## src/shared/crtg_pkg.sv

```systemverilog
// Package: register map, field layouts and timing constants of the CRT raster timing generator
//
// Notes on behaviour
// - Each line lasts horizontal total plus one
// - Frame lasts coarse+1 rows plus fine+1 lines
// - Visible region lasts visible rows times row time; here rows from 24 on and columns from 80 on stay blanked even inside it
// - Vertical sync starts after position plus one rows
// - Blanking interval lasts at least eight microseconds; BLANK_MIN_CH is not used to enforce it
// - Text screen is 24 rows by 80 columns
// - Per-character colours from eight-colour palette, flashing allowed; here one attribute register colours every character
// - Row lasts line period times lines-per-row plus one
// - Character clock 3.2727 or 1.6364 MHz by jumper
`default_nettype none
package crtg_pkg;
	// Register byte offsets
	localparam logic [7:0] ADDR_HORIZONTAL_TOTAL      = 8'h00;
	localparam logic [7:0] ADDR_VERTICAL_TOTAL_COARSE = 8'h04;
	localparam logic [7:0] ADDR_VERTICAL_TOTAL_FINE   = 8'h08;
	localparam logic [7:0] ADDR_VERTICAL_VISIBLE_ROWS = 8'h0C;
	localparam logic [7:0] ADDR_VSYNC_POSITION        = 8'h10;
	localparam logic [7:0] ADDR_RASTER_LINES_PER_ROW  = 8'h14;
	localparam logic [7:0] ADDR_CONTROL               = 8'h18;
	localparam logic [7:0] ADDR_STATUS                = 8'h1C;
	localparam logic [7:0] ADDR_ATTRIBUTE             = 8'h20;
	// Field widths
	localparam int HT_W  = 8;
	localparam int VTC_W = 7;
	localparam int VTF_W = 5;
	localparam int VVR_W = 7;
	localparam int VSP_W = 7;
	localparam int RLR_W = 7;
	// Reset values: low-resolution 50 Hz standard set
	localparam logic [HT_W-1:0]  RST_HORIZONTAL_TOTAL      = 8'h69;
	localparam logic [VTC_W-1:0] RST_VERTICAL_TOTAL_COARSE = 7'h21;
	localparam logic [VTF_W-1:0] RST_VERTICAL_TOTAL_FINE   = 5'h03;
	localparam logic [VVR_W-1:0] RST_VERTICAL_VISIBLE_ROWS = 7'h1A;
	localparam logic [VSP_W-1:0] RST_VSYNC_POSITION        = 7'h1D;
	localparam logic [RLR_W-1:0] RST_RASTER_LINES_PER_ROW  = 7'h08;
	// Control fields
	localparam int CTL_ENABLE_BIT = 0;
	localparam int CTL_HIRES_BIT  = 1;
	localparam int CTL_VSYNC_LEN_LSB = 4;
	localparam int CTL_HSYNC_POS_LSB = 8;
	localparam logic [3:0] RST_VSYNC_LEN = 4'h2;
	localparam logic [7:0] RST_HSYNC_POS = 8'h58;
	localparam logic [3:0] HSYNC_LEN     = 4'h7;
	// Screen format
	localparam int SCREEN_ROWS = 24;
	localparam int SCREEN_COLS = 80;
	// Character rates and system clock
	localparam int CLK_HZ        = 50_000_000;
	localparam int CHAR_HI_HZ    = 3_272_700;
	localparam int CHAR_LO_HZ    = 1_636_400;
	localparam int CHAR_HI_DIV   = (CLK_HZ + CHAR_HI_HZ / 2) / CHAR_HI_HZ;
	localparam int CHAR_LO_DIV   = (CLK_HZ + CHAR_LO_HZ / 2) / CHAR_LO_HZ;
	// Least blanking time in ns and in character times at high resolution
	localparam int BLANK_MIN_NS  = 8_000;
	localparam int CHAR_HI_NS    = CHAR_HI_DIV * 20;
	localparam int BLANK_MIN_CH  = (BLANK_MIN_NS + CHAR_HI_NS - 1) / CHAR_HI_NS;
	// AXI4-Lite response codes
	localparam logic [1:0] RESP_OKAY   = 2'b00;
	localparam logic [1:0] RESP_SLVERR = 2'b10;
	// Video word out of the buffer
	typedef struct packed {
		logic [6:0] col;
		logic [4:0] row;
		logic [2:0] fg;
		logic [2:0] bg;
		logic       flash_on;
		logic       visible;
	} crtg_pix_s;
endpackage : crtg_pkg
`default_nettype wire

```

## src/crtg_top.sv

```systemverilog
// CRT raster timing generator with AXI4-Lite registers and buffered video position stream
//
// Chosen here: register access over AXI4-Lite and the register offsets.
`timescale 1ns/1ps
`default_nettype none
module crtg_top #(
	parameter int HI_DIV = crtg_pkg::CHAR_HI_DIV,
	parameter int LO_DIV = crtg_pkg::CHAR_LO_DIV
) (
	// Clock and reset
	input  wire logic                aclk,
	input  wire logic                aresetn,
	// Jumper selecting high resolution
	input  wire logic                hires_jumper,
	// AXI4-Lite write
	input  wire logic [7:0]          s_awaddr,
	input  wire logic                s_awvalid,
	output logic                     s_awready,
	input  wire logic [31:0]         s_wdata,
	input  wire logic [3:0]          s_wstrb,
	input  wire logic                s_wvalid,
	output logic                     s_wready,
	output logic [1:0]               s_bresp,
	output logic                     s_bvalid,
	input  wire logic                s_bready,
	// AXI4-Lite read
	input  wire logic [7:0]          s_araddr,
	input  wire logic                s_arvalid,
	output logic                     s_arready,
	output logic [31:0]              s_rdata,
	output logic [1:0]               s_rresp,
	output logic                     s_rvalid,
	input  wire logic                s_rready,
	// Monitor side
	output logic                     hsync,
	output logic                     vsync,
	output logic                     blank,
	output logic                     char_tick,
	// Video position stream
	output crtg_pkg::crtg_pix_s      pix_data,
	output logic                     pix_valid,
	input  wire logic                pix_ready
);
	if (HI_DIV < 2 || LO_DIV < 2 || HI_DIV > 128 || LO_DIV > 128) begin : g_bad_div
		$error("divider out of range");
	end

	// Register file
	logic [7:0]  ht_q, ht_d;
	logic [6:0]  vtc_q, vtc_d, vvr_q, vvr_d, vsp_q, vsp_d, rlr_q, rlr_d;
	logic [4:0]  vtf_q, vtf_d;
	logic [15:0] ctl_q, ctl_d;
	logic [6:0]  attr_q, attr_d;
	logic        bvalid_q, bvalid_d, rvalid_q, rvalid_d;
	logic [1:0]  bresp_q, bresp_d, rresp_q, rresp_d;
	logic [31:0] rdata_q, rdata_d;
	logic        aw_ok, w_ok, wr_go, rd_go;
	// Timing counters
	logic [6:0]  div_q, div_d;
	logic [7:0]  hcnt_q, hcnt_d;
	logic [6:0]  rast_q, rast_d, row_q, row_d;
	logic        fine_q, fine_d, stall;
	logic [4:0]  fcnt_q, fcnt_d;
	logic [3:0]  vsl_q, vsl_d;
	logic        hs_q, hs_d, vs_q, vs_d, bl_q, bl_d, vis_q, vis_d;
	logic        frame_wrap, line_wrap;
	// Buffer
	crtg_pkg::crtg_pix_s buf_q [2];
	crtg_pkg::crtg_pix_s buf_d [2];
	logic [1:0]  cnt_q, cnt_d;
	crtg_pkg::crtg_pix_s in_word;
	logic        in_valid, in_ready;

	assign aw_ok = s_awvalid && !bvalid_q;
	assign w_ok  = s_wvalid && !bvalid_q;
	assign wr_go = aw_ok && w_ok;
	assign rd_go = s_arvalid && !rvalid_q;
	assign s_awready = wr_go;
	assign s_wready  = wr_go;
	assign s_arready = rd_go;

	always_comb begin
		ht_d = ht_q; vtc_d = vtc_q; vtf_d = vtf_q; vvr_d = vvr_q;
		vsp_d = vsp_q; rlr_d = rlr_q; ctl_d = ctl_q; attr_d = attr_q;
		bvalid_d = bvalid_q && !s_bready;
		bresp_d = bresp_q;
		rvalid_d = rvalid_q && !s_rready;
		rresp_d = rresp_q;
		rdata_d = rdata_q;
		if (wr_go) begin
			bvalid_d = 1'b1;
			bresp_d = crtg_pkg::RESP_OKAY;
			case (s_awaddr)
				crtg_pkg::ADDR_HORIZONTAL_TOTAL: if (s_wstrb[0]) ht_d = s_wdata[7:0];
				crtg_pkg::ADDR_VERTICAL_TOTAL_COARSE: if (s_wstrb[0]) vtc_d = s_wdata[6:0];
				crtg_pkg::ADDR_VERTICAL_TOTAL_FINE: if (s_wstrb[0]) vtf_d = s_wdata[4:0];
				crtg_pkg::ADDR_VERTICAL_VISIBLE_ROWS: if (s_wstrb[0]) vvr_d = s_wdata[6:0];
				crtg_pkg::ADDR_VSYNC_POSITION: if (s_wstrb[0]) vsp_d = s_wdata[6:0];
				crtg_pkg::ADDR_RASTER_LINES_PER_ROW: if (s_wstrb[0]) rlr_d = s_wdata[6:0];
				crtg_pkg::ADDR_CONTROL: begin
					if (s_wstrb[0]) ctl_d[7:0] = s_wdata[7:0];
					if (s_wstrb[1]) ctl_d[15:8] = s_wdata[15:8];
				end
				crtg_pkg::ADDR_ATTRIBUTE: if (s_wstrb[0]) attr_d = s_wdata[6:0];
				crtg_pkg::ADDR_STATUS: bresp_d = crtg_pkg::RESP_OKAY;
				default: bresp_d = crtg_pkg::RESP_SLVERR;
			endcase
		end
		if (rd_go) begin
			rvalid_d = 1'b1;
			rresp_d = crtg_pkg::RESP_OKAY;
			case (s_araddr)
				crtg_pkg::ADDR_HORIZONTAL_TOTAL: rdata_d = {24'h00_0000, ht_q};
				crtg_pkg::ADDR_VERTICAL_TOTAL_COARSE: rdata_d = {25'h000_0000, vtc_q};
				crtg_pkg::ADDR_VERTICAL_TOTAL_FINE: rdata_d = {27'h000_0000, vtf_q};
				crtg_pkg::ADDR_VERTICAL_VISIBLE_ROWS: rdata_d = {25'h000_0000, vvr_q};
				crtg_pkg::ADDR_VSYNC_POSITION: rdata_d = {25'h000_0000, vsp_q};
				crtg_pkg::ADDR_RASTER_LINES_PER_ROW: rdata_d = {25'h000_0000, rlr_q};
				crtg_pkg::ADDR_CONTROL: rdata_d = {16'h0000, ctl_q};
				crtg_pkg::ADDR_STATUS: rdata_d = {8'h00, row_q, 1'b0, hcnt_q, vs_q, hs_q, vis_q, bl_q, fcnt_q[3:0]};
				crtg_pkg::ADDR_ATTRIBUTE: rdata_d = {25'h000_0000, attr_q};
				default: begin
					rdata_d = 32'h0000_0000;
					rresp_d = crtg_pkg::RESP_SLVERR;
				end
			endcase
		end
	end

	// Timing chain, held while the buffer is full
	assign stall = !in_ready;
	always_comb begin
		div_d = div_q; hcnt_d = hcnt_q; rast_d = rast_q; row_d = row_q;
		fine_d = fine_q; fcnt_d = fcnt_q; vsl_d = vsl_q;
		hs_d = hs_q; vs_d = vs_q; bl_d = bl_q; vis_d = vis_q;
		line_wrap = 1'b0;
		frame_wrap = 1'b0;
		char_tick = 1'b0;
		if (ctl_q[crtg_pkg::CTL_ENABLE_BIT] && !stall) begin
			if (div_q == 7'((hires_jumper ? HI_DIV : LO_DIV) - 1)) begin
				div_d = 7'h00;
				char_tick = 1'b1;
			end else begin
				div_d = div_q + 7'h01;
			end
		end
		if (char_tick) begin
			// Line of ht plus one characters
			line_wrap = (hcnt_q == ht_q);
			hcnt_d = line_wrap ? 8'h00 : hcnt_q + 8'h01;
			hs_d = (hcnt_d >= ctl_q[15:8]) && (hcnt_d < ctl_q[15:8] + 8'(crtg_pkg::HSYNC_LEN));
			if (line_wrap) begin
				if (fine_q) begin
					frame_wrap = (rast_q == 7'(vtf_q));
					rast_d = frame_wrap ? 7'h00 : rast_q + 7'h01;
					if (frame_wrap) begin
						fine_d = 1'b0;
						row_d = 7'h00;
						fcnt_d = fcnt_q + 5'h01;
					end
				// Row of rlr plus one lines
				end else if (rast_q == rlr_q) begin
					rast_d = 7'h00;
					if (row_q == vtc_q) fine_d = 1'b1;
					else row_d = row_q + 7'h01;
				end else begin
					rast_d = rast_q + 7'h01;
				end
				// Vertical sync after position plus one rows
				if (!fine_d && row_d == vsp_q + 7'h01 && rast_d == 7'h00) begin
					vs_d = 1'b1;
					vsl_d = ctl_q[7:4];
				end else if (vs_q) begin
					if (vsl_q == 4'h0) vs_d = 1'b0;
					else vsl_d = vsl_q - 4'h1;
				end
			end
			// Eighty columns by 24 rows at most
			vis_d = !fine_d && row_d < vvr_q && row_d < 7'(crtg_pkg::SCREEN_ROWS)
				&& hcnt_d < 8'(crtg_pkg::SCREEN_COLS);
			bl_d = !vis_d;
		end
	end

	// Pixel word: colours, flash phase from frame counter
	always_comb begin
		in_word.col = hcnt_q[6:0];
		in_word.row = row_q[4:0];
		in_word.fg = attr_q[2:0];
		in_word.bg = attr_q[5:3];
		in_word.flash_on = !(attr_q[6] && fcnt_q[4]);
		in_word.visible = vis_q;
	end
	assign in_valid = char_tick;

	// Two-entry buffer
	assign in_ready = (cnt_q != 2'd2);
	assign pix_valid = (cnt_q != 2'd0);
	assign pix_data = buf_q[0];
	always_comb begin
		buf_d[0] = buf_q[0];
		buf_d[1] = buf_q[1];
		cnt_d = cnt_q;
		if (pix_valid && pix_ready) begin
			buf_d[0] = buf_q[1];
			cnt_d = cnt_q - 2'd1;
		end
		if (in_valid && in_ready) begin
			buf_d[cnt_d[0]] = in_word;
			cnt_d = cnt_d + 2'd1;
		end
	end

	always_ff @(posedge aclk) begin
		if (!aresetn) begin
			ht_q <= crtg_pkg::RST_HORIZONTAL_TOTAL;
			vtc_q <= crtg_pkg::RST_VERTICAL_TOTAL_COARSE;
			vtf_q <= crtg_pkg::RST_VERTICAL_TOTAL_FINE;
			vvr_q <= crtg_pkg::RST_VERTICAL_VISIBLE_ROWS;
			vsp_q <= crtg_pkg::RST_VSYNC_POSITION;
			rlr_q <= crtg_pkg::RST_RASTER_LINES_PER_ROW;
			ctl_q <= {crtg_pkg::RST_HSYNC_POS, crtg_pkg::RST_VSYNC_LEN, 4'h1};
			attr_q <= 7'h07;
			bvalid_q <= 1'b0; bresp_q <= 2'b00;
			rvalid_q <= 1'b0; rresp_q <= 2'b00; rdata_q <= 32'h0000_0000;
			div_q <= 7'h00; hcnt_q <= 8'h00; rast_q <= 7'h00; row_q <= 7'h00;
			fine_q <= 1'b0; fcnt_q <= 5'h00; vsl_q <= 4'h0;
			hs_q <= 1'b0; vs_q <= 1'b0; bl_q <= 1'b1; vis_q <= 1'b0;
			cnt_q <= 2'd0;
			buf_q[0] <= '0;
			buf_q[1] <= '0;
		end else begin
			ht_q <= ht_d; vtc_q <= vtc_d; vtf_q <= vtf_d; vvr_q <= vvr_d;
			vsp_q <= vsp_d; rlr_q <= rlr_d; ctl_q <= ctl_d; attr_q <= attr_d;
			bvalid_q <= bvalid_d; bresp_q <= bresp_d;
			rvalid_q <= rvalid_d; rresp_q <= rresp_d; rdata_q <= rdata_d;
			div_q <= div_d; hcnt_q <= hcnt_d; rast_q <= rast_d; row_q <= row_d;
			fine_q <= fine_d; fcnt_q <= fcnt_d; vsl_q <= vsl_d;
			hs_q <= hs_d; vs_q <= vs_d; bl_q <= bl_d; vis_q <= vis_d;
			cnt_q <= cnt_d;
			buf_q[0] <= buf_d[0];
			buf_q[1] <= buf_d[1];
		end
	end

	assign s_bvalid = bvalid_q;
	assign s_bresp = bresp_q;
	assign s_rvalid = rvalid_q;
	assign s_rresp = rresp_q;
	assign s_rdata = rdata_q;
	assign hsync = hs_q;
	assign vsync = vs_q;
	assign blank = bl_q;

	chk_line_wrap: assert property (@(posedge aclk) disable iff (!aresetn)
		char_tick && hcnt_q == ht_q |=> hcnt_q == 8'h00) else $error("line did not wrap");
	chk_hcnt_step: assert property (@(posedge aclk) disable iff (!aresetn)
		char_tick && hcnt_q != ht_q |=> hcnt_q == $past(hcnt_q) + 8'h01) else $error("bad column step");
	chk_frame_wrap: assert property (@(posedge aclk) disable iff (!aresetn)
		frame_wrap |=> row_q == 7'h00 && rast_q == 7'h00 && !fine_q) else $error("frame wrap wrong");
	chk_row_len: assert property (@(posedge aclk) disable iff (!aresetn)
		line_wrap && !fine_q && rast_q == rlr_q |=> rast_q == 7'h00) else $error("row did not end");
	// Visible rows judged against the limit in force at the tick
	chk_vis_rows: assert property (@(posedge aclk) disable iff (!aresetn)
		vis_q && $past(char_tick) |-> row_q < $past(vvr_q) && !fine_q) else $error("visible outside rows");
	chk_screen_fmt: assert property (@(posedge aclk) disable iff (!aresetn)
		vis_q |-> hcnt_q < 8'(crtg_pkg::SCREEN_COLS) && row_q < 7'(crtg_pkg::SCREEN_ROWS))
		else $error("visible outside screen");
	chk_blank_vis: assert property (@(posedge aclk) disable iff (!aresetn)
		blank != vis_q && (!fine_q || blank)) else $error("blank mismatch");
	// Position taken from the cycle that decided the rise
	chk_vsync_pos: assert property (@(posedge aclk) disable iff (!aresetn)
		$rose(vs_q) |-> row_q == $past(vsp_q) + 7'h01 && rast_q == 7'h00) else $error("vsync misplaced");
	chk_buf_hold: assert property (@(posedge aclk) disable iff (!aresetn)
		pix_valid && !pix_ready |=> pix_valid && $stable(pix_data)) else $error("buffer word lost");
endmodule : crtg_top
`default_nettype wire

```

## config.mk

```make
export PLATFORM = sky130hd
export DESIGN_NAME = crtg_top
export DESIGN_NICKNAME = d
export VERILOG_FILES = /design/src/shared/crtg_pkg.sv /design/src/crtg_top.sv
export SDC_FILE = /design/constraint.sdc
export NUM_CORES = 1
export LEC_CHECK = 0
export BUFFER_PORTS_ARGS = -buffer_cell sky130_fd_sc_hd__buf_4
export CAP_MARGIN = 20
export CORE_ASPECT_RATIO = 1.2
export CORE_MARGIN = 5
export CORE_UTILIZATION = 45
export CTS_CLUSTER_DIAMETER = 200
export CTS_CLUSTER_SIZE = 25
export DETAILED_ROUTE_END_ITERATION = 8
export GPL_TIMING_DRIVEN = 0
export PLACE_DENSITY_LB_ADDON = 0.15
export SLEW_MARGIN = 20
export SYNTH_ARGS = -nofsm -noshare
export SYNTH_HDL_FRONTEND = slang
export SYNTH_SLANG_ARGS = --single-unit
```

## constraint.sdc

```tcl
create_clock -name aclk -period 5.5 [get_ports aclk]
set_clock_uncertainty 0.1 [all_clocks]
set_input_delay 1.1 -clock aclk [delete_from_list [all_inputs] [get_ports aclk]]
set_output_delay 1.1 -clock aclk [all_outputs]
set_load 0.02 [all_outputs]
```

==> run_results.csv <==
group,metric,value,unit
min_path,hold_path.class,"register to register",
critical_path,path_cells,"clkbuf_1, xor2_1, nor4_1, nand4_1, clkbuf_1, and2_1, ha_1, nor2b_1, o21a_1, o21a_1, o21a_1, o21a_1, o21ai_0, nand2b_1, a21oi_1, o2111ai_1, a21boi_0",
logic_synthesis,synth_area,9642,µm²
grt,grt_pass1_vias,7600,
logic_synthesis,synth_cells,1070,
critical_path,worst_path_max_delay_cell,"clkbuf_1",
placement,io_buffer_count,91,
power_and_ir_drop,power.leakage,4.755,nW
sta,fmax,239.5,MHz
clocking,htreeDepth,4,
sta,fin_crit_sh,75.92,%
detailed_routing,drc,0,
outcome,outcome,"finished clean",
clocking,root_buffer,"clkbuf_16",
sta,setup_slack,1.324,ns
logic_synthesis,avgSynthCellArea,9.011,µm²
logic_synthesis,yosysWarningCount,0,
clocking,cts_setup_buffers,0,
sta,relSlewSlack,26.02,%
clocking,cts.sinks,176,
sta,setup_viol,0,
floorplan,core,21050,µm²
grt,overflow,0,
clocking,insertion_delay,0.44,ns
sta,worst_pin_slew,1.106,ns
detailed_routing,ant_nets,0,
power_and_ir_drop,powerDensity,233.8,nW/µm²
logic_synthesis,netlist.area_leader.share,36.54,%
logic_synthesis,synth_common_cells,"dfxtp_1 (176), nand2_1 (117), mux2i_1 (104)",
critical_path,worstPathMaxFanout,10,
run,drv_cap,0,
placement,place_hpwl,21590,µm
clocking,clk_pin_slew,0.08,ns
critical_path,startpoint_type,"register",
power_and_ir_drop,vdd_drop_max,224.4,µV
final_layout,layout.nets,1285,
floorplan,initial_core_util,45.81,%
clocking,numCtsBuffers,17,
detailed_routing,drtPass1Iterations,5,
floorplan,die_x,143.6,µm
logic_synthesis,postSynthRegisterBits,176,
logic_synthesis,synth.most_common_cell,"dfxtp_1",
detailed_routing,drt_iter0_markers,613,
logic_synthesis,synth_flop_cell,"dfxtp_1",
final_layout,synthToLayoutAreaGrowth,17.00,%
sta,period_minus_slack,4.176,ns
critical_path,cp.arrival,4.43,ns
grt,grt_pass1_wl,43610,µm
detailed_routing,via_per_inst,5.503,
logic_synthesis,synthArstFlopShare,0,%
floorplan,die_h,170.3,µm
clocking,holdBufCountCts,0,
clocking,cts.path.max_buffers,2,
critical_path,setup.worst_path.class,"register to register",
final_layout,layout.cells.non_filler,1474,
critical_path,crit_path_frequent_cell,"o21a_1",
final_layout,layout-drive-gt1-share,16.13,%
sta,rsz0062_at_grt,"no",
placement,gp_congestion,0.9210,
detailed_routing,wirelength,28610,µm
floorplan,io_pins,127,
logic_synthesis,ys_types,66,
clocking,cts_resized,0,
logic_synthesis,ys_seq_area_share,36.54,%
grt,grt_max_degree,19,
final_layout,n_fill_cell,2046,
logic_synthesis,synthTopCellsByArea,"dfxtp_1 (37%), mux2i_1 (11%), nor2b_1 (5.6%), nand2_1 (4.6%), ha_1 (4.4%)",
critical_path,cp-end-kind,"register",
placement,dp.cells,1441,
floorplan,std_cell_rows,58,
clocking,tritoncts,"done",
sta,slew_viol_final,0,
logic_synthesis,yosysTopAreaCell,"dfxtp_1",
grt,grt_antenna_before_repair,1,
power_and_ir_drop,p_total,2.637,mW
placement,pre_cts_ws,0.7679,ns
sta,tns,0,ns
detailed_routing,vias,8111,
logic_synthesis,synth_edf_count,0,
grt,grt_use_total,23.21,%
sta,hold_viol_final,0,
critical_path,critPathMaxStageDelay,0.38,ns
detailed_routing,detail_route.wl_per_cell,19.41,µm
critical_path,crit_required,5.76,ns
floorplan,dieArea,24460,µm²
## per-layer routing
layer	track usage [%]	vias up	share of wire [%]
li1	-	3946	-
met1	31.01	3847	43
met2	38.49	282	47
met3	3.991	36	7.2
met4	6.798	0	2.2
met5	0	-	0
## power breakdown
group          total [mW]  leakage [nW]  switching [mW]  internal [mW]
Sequential           1.29          1.42         0.00742           1.28
Combinational       0.166          3.07          0.0974         0.0684
Clock                1.18         0.270           0.582          0.600
## cell families (layout without fill, tap and decap cells)
kind of cell / after synthesis / after routing / synth area share [%]
other: 1 / 12 / 0.03889
and+or+nand+nor: 369 / 369 / 20.22
buffers and inverters: 128 / 251 / 6.748
xor gates and xnor gates: 64 / 64 / 6.125
DFF: 176 / 176 / 36.54
adders and majority gates: 34 / 34 / 4.412
AOI/OAI and AO/OA: 192 / 192 / 14.81
muxes: 106 / 106 / 11.11
## final cells by class
type / count / area, µm² / area share, %
inverters: 28 / 105.1 / 0.9317
well taps: 270 / 337.8 / 2.995
clock buffers: 17 / 425.4 / 3.771
diodes: 1 / 2.502 / 0.02218
repair buffers: 91 / 683.2 / 6.056
flip-flops and latches: 176 / 3523 / 31.23
clock inverters: 15 / 142.6 / 1.264
multi-input cells: 776 / 5515 / 48.89
plain buffers: 100 / 545.5 / 4.836
## worst paths after layout
path,from,endpoint,slack [ns],cells after the start
min reg2reg,s_rdata[15]$_SDFFE_PN0P_,s_rdata[15]$_SDFFE_PN0P_,0.37,2
max reg2reg,hcnt_q[6]$_SDFFE_PN0P_,hsync$_SDFFE_PN0P_,1.32,17
max,hcnt_q[6]$_SDFFE_PN0P_,hsync$_SDFFE_PN0P_,1.32,17
min,s_rdata[15]$_SDFFE_PN0P_,s_rdata[15]$_SDFFE_PN0P_,0.37,2
## cell usage in the layout (no fill, tap or decap), drive strengths merged, types with 20 or more instances in the layout
cell / count
a21boi: 22
a21oi: 27
a22oi: 28
and2: 21
buf: 142
clkbuf: 66
dfxtp: 176
ha: 34
inv: 34
mux2i: 104
nand2: 117
nand3: 20
nor2: 47
nor2b: 86
nor3: 21
o211a: 26
o21ai: 29
xnor2: 34
xor2: 30
## per-stage QoR
step                      cell area, µm²  util [%]  hold WS (ns)
after global routing               11280     53.59        0.3903
after CTS                          11270     53.54        0.3761
after detailed placement           10700     50.84        0.3661
after floorplan                     9679         -        0.3533
final                              11280     53.60        0.3727
after global placement             10700     50.84        0.3555
## critical path, delay by kind of cell (launching register included)
kind | cells | cell delay [ns]
compound gates | 8 | 1.32
simple gates | 5 | 1.20
buf+inv | 2 | 0.75
flops | 1 | 0.31
fa+ha+maj | 1 | 0.29
xor+xnor | 1 | 0.13
Note: power is estimated with default switching activity, not from simulation.
